--- src/uil_defs.vh ---
// register map, field layout and reset values of the uart interrupt level/mask block
`ifndef UIL_DEFS_VH
`define UIL_DEFS_VH
`define UIL_OFF_TRIG 12'h034
`define UIL_OFF_MASK 12'h038
`define UIL_OFF_RAW 12'h03C
`define UIL_OFF_MIS 12'h040
`define UIL_OFF_CLR 12'h044
`define UIL_OFF_LVL 12'h048
`define UIL_TX_SEL_LSB 0
`define UIL_TX_SEL_MSB 2
`define UIL_RX_SEL_LSB 3
`define UIL_RX_SEL_MSB 5
`define UIL_SEL_RST 3'h2
`define UIL_SEL_3Q 3'h6
`define UIL_MASK_RST 13'h0000
`define UIL_SRC_BITS 13'h1FF2
`define UIL_BIT_CTS 1
`define UIL_BIT_RX 4
`define UIL_BIT_TX 5
`define UIL_BIT_RT 6
`define UIL_BIT_FE 7
`define UIL_BIT_PE 8
`define UIL_BIT_BE 9
`define UIL_BIT_OE 10
`define UIL_BIT_XOFF 11
`define UIL_BIT_TXFE 12
`define UIL_FIFO_DEPTH 7'h40
`endif

--- src/uil_threshold.v ---
// fifo trigger-level comparator: level vs fraction of a 64-entry fifo
`timescale 1ns/10ps
`default_nettype none
`include "uil_defs.vh"
module uil_threshold (
  // clock and reset
  input wire clk_sys,
  input wire rst,
  // selection and level
  input wire [2:0] sel,
  input wire [6:0] level,
  // registered result
  output reg hit_ff
);
  function [6:0] thrOf;
    input [2:0] s;
    begin
      case (s)
        3'h0: thrOf = 7'h01;
        3'h1: thrOf = 7'h02;
        3'h2: thrOf = 7'h04;
        3'h3: thrOf = 7'h08;
        3'h4: thrOf = 7'h10;
        3'h5: thrOf = 7'h20;
        default: thrOf = 7'h30;
      endcase
    end
  endfunction
  wire nxt_hit;
  assign nxt_hit = (level >= thrOf(sel));
  always @(posedge clk_sys) begin
    if (rst) begin
      hit_ff <= 1'b0;
    end else begin
      hit_ff <= nxt_hit;
    end
  end
endmodule
`default_nettype wire

--- src/uil_irq_status.v ---
// sticky raw status with write-one-to-clear; set beats clear
`timescale 1ns/10ps
`default_nettype none
`include "uil_defs.vh"
module uil_irq_status (
  // clock and reset
  input wire clk_sys,
  input wire rst,
  // events and clears
  input wire [12:0] setBits,
  input wire [12:0] clrBits,
  // sticky status
  output reg [12:0] raw_ff
);
  wire [12:0] nxt_raw;
  assign nxt_raw = ((raw_ff & ~clrBits) | setBits) & `UIL_SRC_BITS;
  always @(posedge clk_sys) begin
    if (rst) begin
      raw_ff <= 13'h0000;
    end else begin
      raw_ff <= nxt_raw;
    end
  end
endmodule
`default_nettype wire

--- src/uil_top.v ---
// uart interrupt trigger level and mask block with apb slave
// Functional notes
// - tx trigger field bits 2:0 picks empty fraction 1/64..3/4, resets 2
// - rx trigger field bits 5:3 picks fill fraction 1/64..3/4, resets 2
// - mask bit 1 enables the cts change interrupt
// - mask bit 4 enables the receive interrupt
// - mask bit 5 enables the transmit interrupt
// - mask bit 6 enables the receive timeout interrupt
// - mask bit 7 enables the framing error interrupt
// - mask bit 8 enables the parity error interrupt
// - mask bit 9 enables the break error interrupt
// - mask bit 10 enables the overrun error interrupt
// - mask bit 11 enables the xoff interrupt
// - mask bit 12 enables the tx fifo empty interrupt
// - mask register reads back as last written, with reserved bits 0, 2, 3 and 31:13 reading zero
// - all mask bits are zero after reset
// - masked status equals pending raw status and mask
// - writing one to a clear bit removes the pending interrupt unless that source fires in the same cycle
`timescale 1ns/10ps
`default_nettype none
`include "uil_defs.vh"
module uil_top (
  // clock and reset
  input wire clk_sys,
  input wire rst,
  // apb slave
  input wire psel,
  input wire penable,
  input wire pwrite,
  input wire [11:0] paddr,
  input wire [31:0] pwdata,
  input wire [3:0] pstrb,
  output reg [31:0] prdata_ff,
  output reg pready_ff,
  output reg pslverr_ff,
  // raw event pulses from the uart core
  input wire evCtsChange,
  input wire evRxTimeout,
  input wire evFramingErr,
  input wire evParityErr,
  input wire evBreakErr,
  input wire evOverrunErr,
  input wire evFlowStop,
  input wire evTxEmpty,
  // fifo occupancy, 0..64 entries
  input wire [6:0] rxLevel,
  input wire [6:0] txLevel,
  // trigger selects to the uart core
  output reg [2:0] txTriggerSelect_ff,
  output reg [2:0] rxTriggerSelect_ff,
  // combined interrupt
  output reg irq_ff
);
  reg [12:0] maskEn_ff;
  reg [12:0] nxt_mask;
  reg [2:0] nxt_txSel;
  reg [2:0] nxt_rxSel;
  reg [12:0] clrReq;
  reg [31:0] nxt_rdata;
  reg nxt_err;
  reg rxHitD_ff;
  reg txHitD_ff;
  wire rxHit;
  wire txHit;
  wire [12:0] rawSt;
  wire [12:0] misSt;
  wire [12:0] evSet;
  wire [6:0] txEmpty;
  wire setupAcc;
  wire wrAcc;

  // one wait-free access phase; answer registered at end of setup
  assign setupAcc = psel & ~penable;
  // write lands only at the edge where the master sees pready
  assign wrAcc = psel & penable & pready_ff & pwrite;

  function mapped;
    input [11:0] a;
    begin
      mapped = (a == `UIL_OFF_TRIG) || (a == `UIL_OFF_MASK) ||
        (a == `UIL_OFF_RAW) || (a == `UIL_OFF_MIS) ||
        (a == `UIL_OFF_CLR) || (a == `UIL_OFF_LVL);
    end
  endfunction

  // tx threshold compare on empty space
  assign txEmpty = `UIL_FIFO_DEPTH - txLevel;
  uil_threshold txCmp (
    .clk_sys(clk_sys),
    .rst(rst),
    .sel(txTriggerSelect_ff),
    .level(txEmpty),
    .hit_ff(txHit)
  );
  uil_threshold rxCmp (
    .clk_sys(clk_sys),
    .rst(rst),
    .sel(rxTriggerSelect_ff),
    .level(rxLevel),
    .hit_ff(rxHit)
  );

  // fifo interrupts fire on crossing into the threshold, so a clear sticks
  assign evSet = {evTxEmpty, evFlowStop, evOverrunErr, evBreakErr, evParityErr,
    evFramingErr, evRxTimeout, txHit & ~txHitD_ff, rxHit & ~rxHitD_ff,
    2'b00, evCtsChange, 1'b0};

  uil_irq_status stat (
    .clk_sys(clk_sys),
    .rst(rst),
    .setBits(evSet),
    .clrBits(clrReq),
    .raw_ff(rawSt)
  );

  assign misSt = rawSt & maskEn_ff;

  // register writes
  always @* begin
    nxt_mask = maskEn_ff;
    nxt_txSel = txTriggerSelect_ff;
    nxt_rxSel = rxTriggerSelect_ff;
    clrReq = 13'h0000;
    if (wrAcc && paddr == `UIL_OFF_TRIG && pstrb[0]) begin
      nxt_txSel = pwdata[`UIL_TX_SEL_MSB:`UIL_TX_SEL_LSB];
      nxt_rxSel = pwdata[`UIL_RX_SEL_MSB:`UIL_RX_SEL_LSB];
    end
    if (wrAcc && paddr == `UIL_OFF_MASK) begin
      if (pstrb[0]) begin
        nxt_mask[7:0] = {pwdata[7:4], 2'b00, pwdata[1], 1'b0};
      end
      if (pstrb[1]) begin
        nxt_mask[12:8] = pwdata[12:8];
      end
    end
    if (wrAcc && paddr == `UIL_OFF_CLR) begin
      clrReq = {pstrb[1] ? pwdata[12:8] : 5'h00,
        pstrb[0] ? pwdata[7:0] : 8'h00} & `UIL_SRC_BITS;
    end
  end

  // read mux; reserved bits zero
  always @* begin
    nxt_rdata = 32'h00000000;
    nxt_err = 1'b0;
    case (paddr)
      `UIL_OFF_TRIG: nxt_rdata = {26'h0000000, rxTriggerSelect_ff, txTriggerSelect_ff};
      `UIL_OFF_MASK: nxt_rdata = {19'h00000, maskEn_ff};
      `UIL_OFF_RAW: nxt_rdata = {19'h00000, rawSt};
      `UIL_OFF_MIS: nxt_rdata = {19'h00000, misSt};
      `UIL_OFF_CLR: nxt_rdata = 32'h00000000;
      `UIL_OFF_LVL: nxt_rdata = {18'h00000, txLevel, rxLevel};
      default: nxt_err = 1'b1;
    endcase
    if (!mapped(paddr)) begin
      nxt_err = 1'b1;
    end
  end

  always @(posedge clk_sys) begin
    if (rst) begin
      maskEn_ff <= `UIL_MASK_RST;
      txTriggerSelect_ff <= `UIL_SEL_RST;
      rxTriggerSelect_ff <= `UIL_SEL_RST;
      prdata_ff <= 32'h00000000;
      pready_ff <= 1'b0;
      pslverr_ff <= 1'b0;
      irq_ff <= 1'b0;
      rxHitD_ff <= 1'b0;
      txHitD_ff <= 1'b0;
    end else begin
      maskEn_ff <= nxt_mask;
      txTriggerSelect_ff <= nxt_txSel;
      rxTriggerSelect_ff <= nxt_rxSel;
      pready_ff <= setupAcc;
      pslverr_ff <= setupAcc & nxt_err;
      prdata_ff <= (setupAcc && !pwrite) ? nxt_rdata : 32'h00000000;
      // combined interrupt is or of masked status
      irq_ff <= |misSt;
      rxHitD_ff <= rxHit;
      txHitD_ff <= txHit;
    end
  end
endmodule
`default_nettype wire

--- config.mk ---
export PLATFORM = sky130hd
export DESIGN_NAME = uil_top
export DESIGN_NICKNAME = d
export VERILOG_FILES = /design/src/uil_threshold.v /design/src/uil_irq_status.v /design/src/uil_top.v
export VERILOG_INCLUDE_DIRS = /design/src /design/src/src
export SDC_FILE = /design/constraint.sdc
export NUM_CORES = 1
export LEC_CHECK = 0
export ABC_AREA = 1
export ABC_CLOCK_PERIOD_IN_PS = 1600
export BUFFER_PORTS_ARGS = -buffer_cell sky130_fd_sc_hd__clkbuf_2
export CAP_MARGIN = 20
export CORE_ASPECT_RATIO = 1.1
export CORE_MARGIN = 2
export CORE_UTILIZATION = 28
export CTS_BUF_LIST = sky130_fd_sc_hd__clkbuf_4
export DETAILED_ROUTE_END_ITERATION = 12
export PLACE_DENSITY = 0.61
export SKIP_LAST_GASP = 1
export SYNTH_ARGS = -nofsm -noshare
export SYNTH_HDL_FRONTEND = slang
export SYNTH_HIERARCHICAL = 1
export SYNTH_SLANG_ARGS = --single-unit
--- constraint.sdc ---
create_clock -name clk_sys -period 1.6 [get_ports clk_sys]
set_input_delay 0.08 -clock clk_sys [delete_from_list [all_inputs] [get_ports clk_sys]]
set_output_delay 0.08 -clock clk_sys [all_outputs]
set_load 0.005 [all_outputs]
# Yosys cells after proc, flatten, opt, wreduce, memory -nomap -nowiden
# Index checks and enable logic that the tools add are counted.
totals:
  reg_bits: 68
  input_bits: 75
  output_inout_bits: 41
  wordCells: 74
op_classes:
  addsub: 1
  order_cmp: 2
  n_eq_ne: 16
  mux: 8
  n_bitwise: 15
  reduce_logical: 18
op_table:
  columns: ["op", "count"]
  rows:
  - ["one-hot mux 6 bit (6 select lines)", 2]
  - ["one-hot mux 14 bit (5 select lines)", 1]
  - ["== test 12 x 6 -> 1 bit (second input constant)", 3]
  - ["== test 12 x 7 -> 1 bit (second input constant)", 3]
  - ["AND 13 bit", 2]
  - [">= comparator 7 x 6 -> 1 bit", 2]
  - ["2-to-1 mux 13 bit", 1]
  - ["NOT 13 bit", 1]
  - ["bitwise OR 13 bit", 1]
  - ["OR reduction 13 bit", 1]
  - ["== test 3 x 2 -> 1 bit (second input constant)", 4]
  - ["== test 3 bit (second input constant)", 4]
  - ["2-to-1 mux 8 bit", 1]
  - ["AND 1 bit", 7]
  - ["subtractor 7 bit (first input constant)", 1]
  - ["== test 3 x 1 -> 1 bit (second input constant)", 2]
  - ["zero test 3 bit", 2]
  - ["OR reduction 6 bit", 1]
  - ["logical AND 1 bit", 5]
  - ["logical OR 1 bit", 5]
  - ["2-to-1 mux 5 bit", 1]
  - ["NOT 1 bit", 4]
  - ["AND reduction 2 bit", 2]
  - ["2-to-1 mux 1 bit", 2]
  - ["2 further kinds", 2]

# Depth between registers and ports, before layout
logic_depth:
  word_depth: 8
  mapped_depth: 10
  mapped_depth_nobuf: 10

# By module
# The synthesis kept the hierarchy.
modules_own_cells:
  columns: ["mod", "instances", "cells_per_inst", "area_each_um2", "seq_area_each_um2"]
  rows:
  - ["uil_top", 1, 315, 2100.8, 700.7]
  - ["uil_irq_status", 1, 55, 437.9, 200.2]
  - ["uil_threshold (rxCmp)", 1, 34, 220.2, 20.0]
  - ["uil_threshold (txCmp)", 1, 34, 215.2, 20.0]

# Worst setup path before layout
# No wires, ideal clock.
synth_timing:
  kind: "register to register"
  from: "register rxTriggerSelect_ff[0]"
  to: "register rxCmp.hit_ff"
  setup_time_ps: 115
  arrival_ps: 1188
  t_required_ps: 1485
  setup_slack_ps: 297
  path_stages_with_launch: 8
  path_buffers: 0
  period_less_slack_ps: 1303
  cell_sequence: "dfxtp_1 > inv_1 > o21ai_0 > ha_1 > nand2_1 > inv_1 > a21oi_2 > a21oi_2"
synth_via:
  elab_chain_cells: 3
  word_cells_on_any_way: 8
  classes_between: "order compare: 1; eq/ne: 5; mux: 1; reduce/logical: 1"
synth_lines:
  columns: ["element", "line", "source"]
  rows:
  - ["from (decl)", "uil_top.v:50", "output reg [2:0] rxTriggerSelect_ff,"]
  - ["from (signal assigned)", "uil_top.v:164", "rxTriggerSelect_ff <= `UIL_SEL_RST;"]
  - ["from (signal assigned)", "uil_top.v:174", "rxTriggerSelect_ff <= nxt_rxSel;"]
  - ["== test 3 bit (tied with other cells)", "uil_threshold.v:18", "case (s)"]
  - ["one-hot mux 6 bit (6 select lines) (*)", "uil_threshold.v:18", null]
  - [">= comparator 7 x 6 -> 1 bit (*)", "uil_threshold.v:30", "assign nxt_hit = (level >= thrOf(sel));"]
  - ["to (signal assigned)", "uil_threshold.v:35", "hit_ff <= nxt_hit;"]
  - ["to (decl)", "uil_threshold.v:13", "output reg hit_ff"]
# Mark *: on every way between the ends. The rest lies on a longest branch, timed or not.
# A chain may end at the register's enable or synchronous reset.

# Final worst setup path
layout_timing:
  from: "register rxTriggerSelect_ff[1]"
  to: "register rxCmp.hit_ff"
# The elaborated chain is that of the path after synthesis.

==> results.json <==
{
  "clock_path_buffers": 2,
  "violations": "negative hold slack",
  "vias": 2902,
  "setup_violations": 0,
  "yosysTopAreaCell": "dfxtp_1",
  "postRouteAntennaNets": 0,
  "drt_iter0_drc": 118,
  "crit_fanout": 9,
  "fin_setup_tns_ps": 0,
  "wl_per_cell_um": 11.0,
  "syn_to_final_growth_pct": 27.7,
  "hpwl_um": 6220,
  "path_class": "reg2reg",
  "async_flop_share_pct": 0,
  "finalNetCount": 631,
  "diodes": 0,
  "final_hold_viol_count": 1,
  "powerDensity_nw_per_um2": 640,
  "design_area_um2": 3800,
  "synth_area_um2": 2970,
  "grt_usage_pct": 13.9,
  "crit_path_start_kind": "flop",
  "post-cts-setup-buffer-count": 0,
  "crit_arrival_ps": 1720,
  "insertion_delay_ps": 370,
  "drive_gt1_share_pct": 26.3,
  "final_common_cell": "nand2_1",
  "synth-seq-cells": 47,
  "drt_first_pass_iters": 4,
  "slew_violations": 0,
  "ctsRootBufferMaster": "clkbuf_4",
  "grt_max_degree": 18,
  "crit_path_end_kind": "flop",
  "core_region_area_um2": 10300,
  "antenna_found_initial": 0,
  "dieWidth_um": 102,
  "ios": 116,
  "required_ps": 1870,
  "rsz0062_at_grt": "false",
  "fp-row-count": 39,
  "io_buffer_count": 76,
  "start_util_pct": 28.7,
  "clk_pin_slew_ps": 140,
  "ys_top_cells_by_area": "dfxtp_1 32%, nand2_1 11%, nor2_1 7.6%",
  "ys_types": 33,
  "grt_overflow_total": 0,
  "p_total_w": 0.00243,
  "fin_crit_sh_pct": 90.4,
  "clock-sinks": 47,
  "synth_warnings": 6,
  "ir_drop_mv": 0.465,
  "min_period_ps": 1450,
  "hp-class": "in2reg",
  "leakage_nw": 1.90,
  "gp_congestion": 0.856,
  "routed_wl_um": 7540,
  "synthFlopType": "dfxtp_1",
  "outcome": "finished with violations",
  "max_cap_viol_count": 0,
  "grt_pass1_wl_um": 12800,
  "synth_edf_count": 0,
  "dieHeight_um": 112,
  "cts_made_buffers": 5,
  "fmax_mhz": 691,
  "layout_common_cells": "87 x nand2_1, 76 x clkbuf_2, 60 x nor2_1",
  "avgSynthCellArea_um2": 6.79,
  "die_area_um2": 11500,
  "ys_seq_area_share_pct": 31.6,
  "cts_htree_levels": 2,
  "fin_util_pct": 36.7,
  "drc": 0,
  "synth_cells": 438,
  "grt_pass1_vias": 2900,
  "skew_ps": 11.7,
  "cts_tree": "done",
  "timing.hold.ws_ps": -2.44,
  "placed_area_um2": 3470,
  "viasPerCell": 4.22,
  "synth_top_area_share_pct": 31.6
}
## what timing repair did
| action | CTS | global route |
|---|---|---|
| hold endpoints to repair | 21 | 0 |
| hold buffers | 22 | 0 |
| gates resized for setup | 0 | 2 |
| setup endpoints to repair | 0 | 2 |
## worst max-delay path: stages (launching register included)
cell and delay [ps]:
dfxtp_1 520, o21ai_0 150, ha_1 300, nand2_1 100
inv_1 60, a21oi_2 140, a21oi_2 60
## layout make-up
class / count / area, µm²
fill: 1172 / 6550
multi-input combinational: 319 / 1660
timing repair buffer: 109 / 683
clock buffer: 6 / 45.0
tap: 143 / 179
sequential: 47 / 943
inverter: 61 / 229
clock inverter: 2 / 60.1
## cell usage after synthesis, types with 5 or more instances
master and n:
nand2_1 87, nor2_1 60, inv_1 57, dfxtp_1 47
nand3_1 39, buf_4 23, a21oi_1 16, nor2_2 15
o21ai_0 14, ha_1 13, a21oi_2 12, o21ai_1 7
nand2_2 5, nor3_1 5
## registers in the layout, summed over array words and instances (netlist names)
register	count
rxCmp/hit_ff	1
pready_ff	1
txTriggerSelect_ff	3
txHitD_ff	1
irq_ff	1
prdata_ff	14
pslverr_ff	1
rxHitD_ff	1
rxTriggerSelect_ff	3
maskEn_ff	10
txCmp/hit_ff	1
stat/raw_ff	10
## per-layer routing
layer | vias up | GRT usage [%] | share of wire (%)
met4 | 0 | 3.91 | 1.6
met3 | 11 | 2.74 | 5.6
met2 | 71 | 24.9 | 50
met5 | - | 0 | 0
li1 | 1539 | - | -
met1 | 1281 | 16.5 | 43
## where the power goes
part	internal (W)	leakage [nW]	total [W]	switching, W
Sequential	0.00120	0.384	0.00122	0.0000234
Clock	0.000505	0.0559	0.000888	0.000384
Combinational	0.000151	1.46	0.000319	0.000168
## kinds of logic (layout without fill, tap and decap cells)
group	after synthesis	after routing	share of synthesized area [%]
AND/OR/NAND/NOR	228	228	35.6
AO/OA/AOI/OAI	52	52	10.6
other	2	21	0.253
flip-flops	47	47	31.6
buffers and inverters	91	178	15.0
XOR/XNOR	5	5	1.47
adder cells (fa/ha/maj)	13	13	5.47
## per-stage QoR
| step | cells | setup WS [ps] | hold WS, ps |
|---|---|---|---|
| after floorplan | 457 | 297 | 142 |
| after global placement | 657 | 95.2 | 307 |
| after detailed placement | 657 | 41.7 | 312 |
| after CTS | 687 | 120 | 3.76 |
| after global routing | 687 | 31.4 | 3.57 |
| final | 687 | 153 | -2.44 |
## final timing paths
kind                                                          from                          to  slack [ps]  depth (start not counted)
worst max-delay path            rxTriggerSelect_ff[1]$_SDFFE_PP1P_     rxCmp/hit_ff$_SDFF_PP0_         150                          6
worst min-delay path                                    pwdata[11]  maskEn_ff[11]$_SDFFE_PP0P_          -2                          3
worst min register to register             rxCmp/hit_ff$_SDFF_PP0_        rxHitD_ff$_SDFF_PP0_         440                          2
worst max register to register  rxTriggerSelect_ff[1]$_SDFFE_PP1P_     rxCmp/hit_ff$_SDFF_PP0_         150                          6
No activity file was read; power rests on OpenSTA's default activity.
